--- src/inc/lirb_defs.vh ---
`ifndef LIRB_DEFS_VH
`define LIRB_DEFS_VH

// register byte addresses on the bus
`define LIRB_ADR_PEND 32'h8007EFA0
`define LIRB_ADR_ACTV 32'h8007EFA4
`define LIRB_ADR_ENAB 32'h8007EFA8
`define LIRB_ADR_ASGN 32'h8007EFAC
`define LIRB_ADR_EVST 32'h8007EFB0
`define LIRB_ADR_EVMK 32'h8007EFB4

// reset values
`define LIRB_RST_ZERO 32'h00000000
`define LIRB_RST_ASGN 32'h00000000
`define LIRB_RST_PINS 8'hFF

// writable bits of the level-assignment register (bits 0 and 16 reserved)
`define LIRB_ASGN_MASK 32'h7FFF7FFF

// field positions, lsb numbering (msb-first bit k sits at 31-k)
`define LIRB_F_EXT0 30:26
`define LIRB_F_EXT1 25:21
`define LIRB_F_EXT2 20:16
`define LIRB_F_PER0 14:10
`define LIRB_F_PER1 9:5
`define LIRB_F_TMR 4:0

// fixed levels of external pins 3..7
`define LIRB_LVL_PIN3 5'h06
`define LIRB_LVL_PIN4 5'h08
`define LIRB_LVL_PIN5 5'h0A
`define LIRB_LVL_PIN6 5'h0C
`define LIRB_LVL_PIN7 5'h0E

// level 0 is the most significant bit
`define LIRB_LVL0_BIT 32'h80000000

`endif

--- src/logic/lirb_level_map.v ---
`timescale 1ns/1ps
`include "lirb_defs.vh"
module lirb_level_map (
  input wire [7:0] ext_req_i,
  input wire [1:0] periph_req_i,
  input wire periodic_timer_req_i,
  input wire [31:0] assign_i,
  output reg [31:0] pend_o
);
  // one-hot of a level, level 0 at the msb
  function [31:0] lvl_hot;
    input [4:0] lvl;
    begin
      lvl_hot = `LIRB_LVL0_BIT >> lvl;
    end
  endfunction

  // each requesting source or's in the bit of its level; no priority
  always @*
  begin
    pend_o = `LIRB_RST_ZERO;
    if (ext_req_i[0])
      pend_o = pend_o | lvl_hot(assign_i[`LIRB_F_EXT0]);
    if (ext_req_i[1])
      pend_o = pend_o | lvl_hot(assign_i[`LIRB_F_EXT1]);
    if (ext_req_i[2])
      pend_o = pend_o | lvl_hot(assign_i[`LIRB_F_EXT2]);
    if (ext_req_i[3])
      pend_o = pend_o | lvl_hot(`LIRB_LVL_PIN3);
    if (ext_req_i[4])
      pend_o = pend_o | lvl_hot(`LIRB_LVL_PIN4);
    if (ext_req_i[5])
      pend_o = pend_o | lvl_hot(`LIRB_LVL_PIN5);
    if (ext_req_i[6])
      pend_o = pend_o | lvl_hot(`LIRB_LVL_PIN6);
    if (ext_req_i[7])
      pend_o = pend_o | lvl_hot(`LIRB_LVL_PIN7);
    if (periph_req_i[0])
      pend_o = pend_o | lvl_hot(assign_i[`LIRB_F_PER0]);
    if (periph_req_i[1])
      pend_o = pend_o | lvl_hot(assign_i[`LIRB_F_PER1]);
    if (periodic_timer_req_i)
      pend_o = pend_o | lvl_hot(assign_i[`LIRB_F_TMR]);
  end
endmodule // lirb_level_map

--- src/logic/lirb_pin_sync.v ---
`timescale 1ns/1ps
module lirb_pin_sync #(
  parameter W = 8,
  parameter [W-1:0] RST_VAL = {W{1'b1}}
) (
  input wire clk_i,
  input wire rst_i,
  input wire ce_i,
  input wire [W-1:0] pin_i,
  output wire [W-1:0] pin_o
);
  reg [W-1:0] s1_q;
  reg [W-1:0] s2_q;
  reg [W-1:0] s3_q;
  reg [W-1:0] out_q;
  integer i;

  // three stages; first stage feeds only the second
  always @(posedge clk_i)
  begin
    if (rst_i)
    begin
      s1_q <= RST_VAL;
      s2_q <= RST_VAL;
      s3_q <= RST_VAL;
      out_q <= RST_VAL;
    end
    else if (ce_i)
    begin
      s1_q <= pin_i;
      s2_q <= s1_q;
      s3_q <= s2_q;
      // a change counts once stages two and three agree, filters one glitch
      for (i = 0; i < W; i = i + 1)
        if (s2_q[i] == s3_q[i])
          out_q[i] <= s3_q[i];
    end
  end

  assign pin_o = out_q;
endmodule // lirb_pin_sync

--- src/logic/lirb_top.v ---
// Behaviour
// - read-only 32-bit pending vector, level 0 at the msb.
// - enabled-active vector is pending AND enable, tracking both continuously.
// - enabled-active vector is read-only; writes to it change nothing.
// - enable vector is a 32-bit read/write register, same bit order.
// - enable bits change only by bus write or reset.
// - level-assignment register holds six independent 5-bit level fields.
// - external pins 0,1,2 fields at msb-bits 1-5, 6-10, 11-15.
// - peripheral requests 0,1 fields at msb-bits 17-21 and 22-26.
// - periodic timer field at msb-bits 27-31.
// - cpu request output high while any enabled-active bit is one.
// - external pins 3..7 drive fixed levels 6,8,10,12,14.
// - no hardware priority, no automatic mask change on entry or exit.
`timescale 1ns/1ps
`include "lirb_defs.vh"
module lirb_top (
  input wire clk_i,
  input wire rst_i,
  input wire ce_i,
  // classic wishbone slave
  input wire wb_cyc_i,
  input wire wb_stb_i,
  input wire wb_we_i,
  input wire [31:0] wb_adr_i,
  input wire [3:0] wb_sel_i,
  input wire [31:0] wb_dat_i,
  output wire [31:0] wb_dat_o,
  output wire wb_ack_o,
  // request sources
  input wire [7:0] ext_irq_n_i,
  input wire [1:0] periph_req_i,
  input wire periodic_timer_req_i,
  // interrupt outputs
  output wire cpu_irq_o,
  output wire event_irq_o
);
  reg [31:0] pend_q;
  reg [31:0] enab_q;
  reg [31:0] asgn_q;
  reg [31:0] evst_q;
  reg [31:0] evmk_q;
  reg [31:0] rdat_q;
  reg ack_q;
  reg cpu_irq_q;
  reg [31:0] enab_d;
  reg [31:0] asgn_d;
  reg [31:0] evst_d;
  reg [31:0] evmk_d;
  reg [31:0] rdat_d;
  wire [7:0] pin_n;
  wire [7:0] ext_req;
  wire [31:0] pend_d;
  wire [31:0] actv;
  wire [31:0] rise;
  wire bus_req;
  wire wr_go;
  wire rd_go;

  // byte-lane merge, shared by every writable register
  function [31:0] lane_merge;
    input [31:0] old_v;
    input [31:0] new_v;
    input [3:0] sel;
    integer b;
    begin
      lane_merge = old_v;
      for (b = 0; b < 4; b = b + 1)
        if (sel[b])
          lane_merge[b*8 +: 8] = new_v[b*8 +: 8];
    end
  endfunction

  // full-address compare, shared by read mux and write decode
  function hit;
    input [31:0] adr;
    input [31:0] reg_adr;
    begin
      hit = (adr == reg_adr);
    end
  endfunction

  // pins come from outside the clock domain, idle high
  lirb_pin_sync #(
    .W(8),
    .RST_VAL(`LIRB_RST_PINS)
  ) u_pin_sync (
    .clk_i(clk_i),
    .rst_i(rst_i),
    .ce_i(ce_i),
    .pin_i(ext_irq_n_i),
    .pin_o(pin_n)
  );

  assign ext_req = ~pin_n;

  // source-to-level mapping, fixed levels for pins 3..7
  lirb_level_map u_level_map (
    .ext_req_i(ext_req),
    .periph_req_i(periph_req_i),
    .periodic_timer_req_i(periodic_timer_req_i),
    .assign_i(asgn_q),
    .pend_o(pend_d)
  );

  // bus handshake: one wait state, ack drops the cycle after it rose
  assign bus_req = wb_cyc_i & wb_stb_i;
  assign rd_go = bus_req & ~ack_q;
  // writes land on the edge that samples ack high, never earlier
  assign wr_go = bus_req & wb_we_i & ack_q;

  // derived continuously; a register would lag the pending vector
  assign actv = pend_q & enab_q;
  // new requests since last cycle feed the event status
  assign rise = pend_d & ~pend_q;

  // enable register: only bus writes touch it, no hardware path
  always @*
  begin
    enab_d = enab_q;
    if (wr_go && hit(wb_adr_i, `LIRB_ADR_ENAB))
      enab_d = lane_merge(enab_q, wb_dat_i, wb_sel_i);
  end

  // level assignment: reserved bits forced to zero
  always @*
  begin
    asgn_d = asgn_q;
    if (wr_go && hit(wb_adr_i, `LIRB_ADR_ASGN))
      asgn_d = lane_merge(asgn_q, wb_dat_i, wb_sel_i)
        & `LIRB_ASGN_MASK;
  end

  // event status: write one to clear, a new request wins over the clear
  always @*
  begin
    evst_d = evst_q;
    if (wr_go && hit(wb_adr_i, `LIRB_ADR_EVST))
      evst_d = evst_q & ~lane_merge(`LIRB_RST_ZERO, wb_dat_i, wb_sel_i);
    evst_d = evst_d | rise;
  end

  // event mask, same layout as the status
  always @*
  begin
    evmk_d = evmk_q;
    if (wr_go && hit(wb_adr_i, `LIRB_ADR_EVMK))
      evmk_d = lane_merge(evmk_q, wb_dat_i, wb_sel_i);
  end

  // read mux; unmapped addresses read zero and are still acked
  always @*
  begin
    rdat_d = `LIRB_RST_ZERO;
    if (hit(wb_adr_i, `LIRB_ADR_PEND))
      rdat_d = pend_q;
    else if (hit(wb_adr_i, `LIRB_ADR_ACTV))
      rdat_d = actv;
    else if (hit(wb_adr_i, `LIRB_ADR_ENAB))
      rdat_d = enab_q;
    else if (hit(wb_adr_i, `LIRB_ADR_ASGN))
      rdat_d = asgn_q & `LIRB_ASGN_MASK;
    else if (hit(wb_adr_i, `LIRB_ADR_EVST))
      rdat_d = evst_q;
    else if (hit(wb_adr_i, `LIRB_ADR_EVMK))
      rdat_d = evmk_q;
  end

  // state registers; clock enable freezes everything
  always @(posedge clk_i)
  begin
    if (rst_i)
    begin
      pend_q <= `LIRB_RST_ZERO;
      enab_q <= `LIRB_RST_ZERO;
      asgn_q <= `LIRB_RST_ASGN;
      evst_q <= `LIRB_RST_ZERO;
      evmk_q <= `LIRB_RST_ZERO;
      rdat_q <= `LIRB_RST_ZERO;
      ack_q <= 1'b0;
      cpu_irq_q <= 1'b0;
    end
    else if (ce_i)
    begin
      // no write path to the pending vector exists
      pend_q <= pend_d;
      enab_q <= enab_d;
      asgn_q <= asgn_d;
      evst_q <= evst_d;
      evmk_q <= evmk_d;
      ack_q <= rd_go;
      if (rd_go)
        rdat_q <= rdat_d;
      // or of next-cycle terms, so the output matches actv each cycle
      cpu_irq_q <= |(pend_d & enab_d);
    end
  end

  assign wb_ack_o = ack_q;
  assign wb_dat_o = rdat_q;
  assign cpu_irq_o = cpu_irq_q;
  assign event_irq_o = |(evst_q & evmk_q);
endmodule // lirb_top

--- config.mk ---
export PLATFORM = sky130hd
export DESIGN_NAME = lirb_top
export DESIGN_NICKNAME = d
export VERILOG_FILES = /design/src/logic/lirb_level_map.v /design/src/logic/lirb_pin_sync.v /design/src/logic/lirb_top.v
export VERILOG_INCLUDE_DIRS = /design/src /design/src/inc
export SDC_FILE = /design/constraint.sdc
export NUM_CORES = 1
export LEC_CHECK = 0
export BUFFER_PORTS_ARGS = -buffer_cell sky130_fd_sc_hd__buf_4
export CAP_MARGIN = 15
export CORE_MARGIN = 3
export CORE_UTILIZATION = 55
export CTS_BUF_LIST = sky130_fd_sc_hd__clkbuf_4 sky130_fd_sc_hd__clkbuf_8 sky130_fd_sc_hd__clkbuf_16
export CTS_CLUSTER_SIZE = 25
export DETAILED_ROUTE_END_ITERATION = 8
export PLACE_DENSITY = 0.75
export SLEW_MARGIN = 30
export SYNTH_ARGS = -nofsm -noshare
export SYNTH_HDL_FRONTEND = slang
export SYNTH_SLANG_ARGS = --single-unit
--- constraint.sdc ---
create_clock -name clk_i -period 2.9 [get_ports clk_i]
set_input_delay 0.145 -clock clk_i [delete_from_list [all_inputs] [get_ports clk_i]]
set_output_delay 0.145 -clock clk_i [all_outputs]
set_load 0.01 [all_outputs]
# Word-level counts from Yosys, hierarchy flattened
# Index checks and enable logic that the tools add are counted.
# totals
reg_bits	224
inputBits	85
out_inout_bits	35
elab_cells	118
# op_classes
eq_ne	14
shift	6
muxes	31
bitwise	19
reduce_logical	23
# ops
op	count
$mux 32	14
$eq 32x32->1 const B	6
$or 32x32->32	6
$shr 32x5->32 const A	6
$and 32x32->32	5
$mux 8	12
$not 32->32	2
$reduce_or 32->1	2
$mux 26	1
$mux 24	1
$reduce_and 3->1	8
$mux 22	1
$mux 20	1
$mux 18	1
$reduce_and 2->1	9
$eq 1x1->1	8
$not 8->8	1
$and 1x1->1	4
$logic_and 1x1->1	4
$not 1->1	1

# Logic depth before layout (Yosys ltp)
# depth
depth_word	19
depth_mapped	10
depth_no_buf	8

# By module
# Synthesis repeated with hierarchy kept, for this count alone.
# unflattened
cells_unflattened	1491
area_unflattened_um2	11946.5
# by_module_without_submodules
mod	n_inst	cells_per_inst	area_per_inst_um2	seq_area_each_um2
lirb_top	1	1111	9017.4	3843.7
lirb_level_map	1	257	1657.8	0.0
lirb_pin_sync	1	123	1271.2	640.6

# Worst setup path before layout
# Ideal clock, no wire load.
# synth_timing
path_type	input -> register
from	input port wb_adr_i[24]
to	register cpu_irq_q (netlist: cpu_irq_o)
setup_ns	0.137
t_arrival_ns	2.508
required_time_ns	2.763
setup_slack_ns	0.254
path_stages	8
path_buffers	0
path_cell_list	or4b_4 nor4_4 nand4_2 mux2i_1 o22ai_1 or4_1 nor4_2 a41oi_1
# synth_via
elab_chain_cells	5
# synth_lines
element	line_no	rtl
from (decl)	lirb_top.v:24	input wire [31:0] wb_adr_i,
$eq 32x32->1	lirb_top.v:78	hit = (adr == reg_adr);
$logic_and 1x1->1	lirb_top.v:120	if (wr_go && hit(wb_adr_i, `LIRB_ADR_ENAB))
$mux 32	lirb_top.v:120	
$and 32x32->32	lirb_top.v:194	cpu_irq_q <= |(pend_d & enab_d);
$reduce_or 32->1	lirb_top.v:194	
to (signal assigned)	lirb_top.v:194	
to (decl)	lirb_top.v:44	reg cpu_irq_q;
# Every way passes these cells.
# A chain may end at the register's enable or synchronous reset.

# Worst setup path after layout
# layout_timing
from	register evmk_q[20]
to	output port event_irq_o
# layout_via
elab_chain_cells	2
# layout_lines
element	line_no	rtl
from (decl)	lirb_top.v:41	reg [31:0] evmk_q;
from (signal assigned)	lirb_top.v:177	evmk_q <= `LIRB_RST_ZERO;
from (signal assigned)	lirb_top.v:189	evmk_q <= evmk_d;
$and 32x32->32	lirb_top.v:201	assign event_irq_o = |(evst_q & evmk_q);
$reduce_or 32->1	lirb_top.v:201	
to (decl)	lirb_top.v:35	output wire event_irq_o
# Every way passes these cells.

==> results.cfg <==
[clock_tree]
clock_path_buffers = 3
insertion_delay_ns = 0.52
cts.sinks = 224
cts_setup_buffers = 0
cts_tree = built
clkTransAtPathRegs_ns = 0.07
cts_inserted_buffers = 24
cts_max_level = 1
cts.root.buffer_cell = clkbuf_16

[floorplan]
boundaryPins = 120
start_util_pct = 56.6
die-area_mm2 = 0.0228
rows = 52
core_mm2 = 0.0204
die_height_um = 151
die_w_um = 151

[timing]
fin_skew_ns = 0.0153
max_freq_mhz = 354
period_needed_ns = 2.82
rsz0062_at_grt = false
finalCritPeriodShare_pct = 97.4
max_slew.worst_pin.slew_ns = 0.880
maxSlewViolCount = 0
finalSetupViolCount = 0
maxSlewHeadroom_pct = 41.3
hold_viol_final = 0

[synthesis]
synthCells = 1497
yosys-top-cells-area = dfxtp_1 (39%), nand2_1 (7.9%), a21oi_1 (7.2%)
synth-seq-area-share_pct = 38.8
syn_nets = 1582
postSynth.asyncResetShare_pct = 0
synth.distinct_cells = 59
postSynthAreaPerCell_um2 = 7.73
yosys.area.top_type = dfxtp_1
yosysMostFrequentCell = nand2_1
synth_edf_count = 0
yosysWarnings = 0
yosys-top-cells-count = nand2_1 (245), dfxtp_1 (224), a21oi_1 (167), nor2_1 (140), clkbuf_1 (108)
synthFlopType = dfxtp_1
syn_area_mm2 = 0.0116
ys_seq_elements = 224
yosysTopAreaCellShare_pct = 38.8

[min_path]
hold_path.class = input port to flop
whs_path_depth = 2
hold_start = rst_i
holdPathEnd = asgn_q[27]

[drt]
drt_iter0_markers = 2367
wl_per_cell_um = 26.5
routed_wl_mm = 52.1
vias_per_cell = 6.92
routed-via-count = 13600
remaining_drc_errors = 0
ant_nets = 0
drt_pass1_iterations = 9

[power_and_ir_drop]
p_leak_nw = 5.53
ir_drop_mv = 0.494
p_per_area_mw_per_mm2 = 474

[placed_design]
place_congestion = 1.08
portBuffers = 119
place_area_mm2 = 0.0133
hpwl_mm = 37.1
dp_cells = 1889

[grt]
use_met2_pct = 64.2
first_global_vias = 12800
antenna_found_initial = 0
grt_overflow_total = 0
grt-busiest-layer = met2
global_route.usage.met3_pct = 12.5
grt_use_met1_pct = 58.5
grt_max_degree = 99
grt_util_all_layers_pct = 44.2
grt_pass1_wl_mm = 76.7

[setup_path]
cp-end-kind = output port
r2r_cells = 8
required_ns = 2.76
crit_arrival_ns = 2.68
rr_startpoint = asgn_q[28]
r2r_slack_ns = 0.17
crit_type = flop to output port
cp-start-kind = flop
crit_fanout = 3
r2r-end = cpu_irq_o

[final_layout]
fin_cells = 1968
drive_gt1_share_pct = 18.9
fillers = 1521
stdcell_area_mm2 = 0.0145
finalNetCount = 1770
syn2layout_area_growth_pct = 25.2
regArea_mm2 = 0.00448
multi_input_area_mm2 = 0.00666
num_antenna_cells = 0

[job]
cap_violations = 0

[status]
status = finished clean
==> per-layer routing <==
| metal | vias to the layer above | wire length (µm) |
|---|---|---|
| li1 | 5870 | - |
| met1 | 6298 | 19200 |
| met2 | 1174 | 21400 |
| met3 | 282 | 7470 |
| met4 | 0 | 4050 |
| met5 | - | 0 |
==> sequential cells by signal, indices dropped and copies added, names as in the netlist <==
register          cells
asgn_q               30
cpu_irq_o             1
enab_q               32
evmk_q               32
evst_q               32
pend_q               32
u_pin_sync.pin_o      8
u_pin_sync.s1_q       8
u_pin_sync.s2_q       8
u_pin_sync.s3_q       8
wb_ack_o              1
wb_dat_o             32
==> placed cells by master, fill, tap and decap left out, types with 14 or more instances in the layout <==
master	instances
buf_4	231
nand3b_1	14
a222oi_1	21
dfxtp_1	224
inv_1	15
o21ai_0	24
nand3_1	24
nand2_1	245
a211oi_1	38
o32ai_1	19
mux2i_1	49
nand2b_1	25
clkbuf_16	25
mux2_2	18
o211ai_1	17
a21oi_1	167
nor2b_1	15
nor3_1	76
nor2_1	140
dlygate4sd3_1	40
o22ai_1	86
a211o_1	17
==> worst max-delay path, stage by stage (launching register included) <==
cell and delay, ns:
dfxtp_1 0.38, a22o_1 0.27, a221oi_1 0.70, nand4_1 0.18, or3_1 0.46, buf_4 0.17
==> worst max-delay path by stage <==
| stage | start | endpoint | slack (ns) |
|---|---|---|---|
| CTS | asgn_q[28] | cpu_irq_o | 0.05 |
| global route | asgn_q[28] | cpu_irq_o | 0.07 |
| global placement | wb_adr_i[0] | asgn_q[19] | -0.06 |
| finish | evmk_q[20] | event_irq_o | 0.08 |
| floorplan | wb_adr_i[24] | cpu_irq_o | 0.25 |
| detailed placement | wb_adr_i[0] | asgn_q[19] | -0.04 |
==> cell type report <==
| type | count | area share, % |
|---|---|---|
| Timing Repair Buffer | 273 | 15.0 |
| Inverter | 15 | 0.389 |
| Clock inverter | 8 | 0.665 |
| Sequential cell | 224 | 31.0 |
| Tap cell | 270 | 2.33 |
| Clock buffer | 31 | 4.72 |
| Multi-Input combinational cell | 1147 | 46.0 |
==> power breakdown <==
part	internal, W	switching [W]
logic	0.000237	0.000336
clock network	0.00183	0.00128
registers	0.00314	0.0000500
==> logic make-up (layout without fill, tap and decap cells) <==
family,after synthesis,count (layout),share of synthesized area [%]
flip-flops,224,224,38.8
AND/OR/NAND/NOR,630,630,25.8
multiplexers,67,67,5.99
XOR/XNOR,1,1,0.0757
AO/OA/AOI/OAI,449,449,25.3
buffers and inverters,126,327,4.09
==> through the flow <==
stage | utilization [%] | setup TNS, ns | worst slack (ns) | power (W) | hold slack [ns]
after floorplan | - | 0 | 0.254 | 0.00348 | 0.267
after global placement | 65.1 | -0.0577 | -0.0577 | 0.00372 | 0.350
after detailed placement | 65.1 | -0.0442 | -0.0442 | 0.00374 | 0.359
after CTS | 70.9 | 0 | 0.0509 | 0.00681 | 0.143
after global routing | 70.9 | 0 | 0.0739 | 0.00698 | 0.200
final | 70.9 | 0 | 0.0758 | 0.00687 | 0.176
==> what timing repair did <==
action / in CTS / in global routing
hold buffers: 40 / 0
resized for setup: 0 / 1
setup endpoints to repair: 0 / 1
endpoints found under the hold margin: 129 / 0
(Power assumes the default switching activity.)
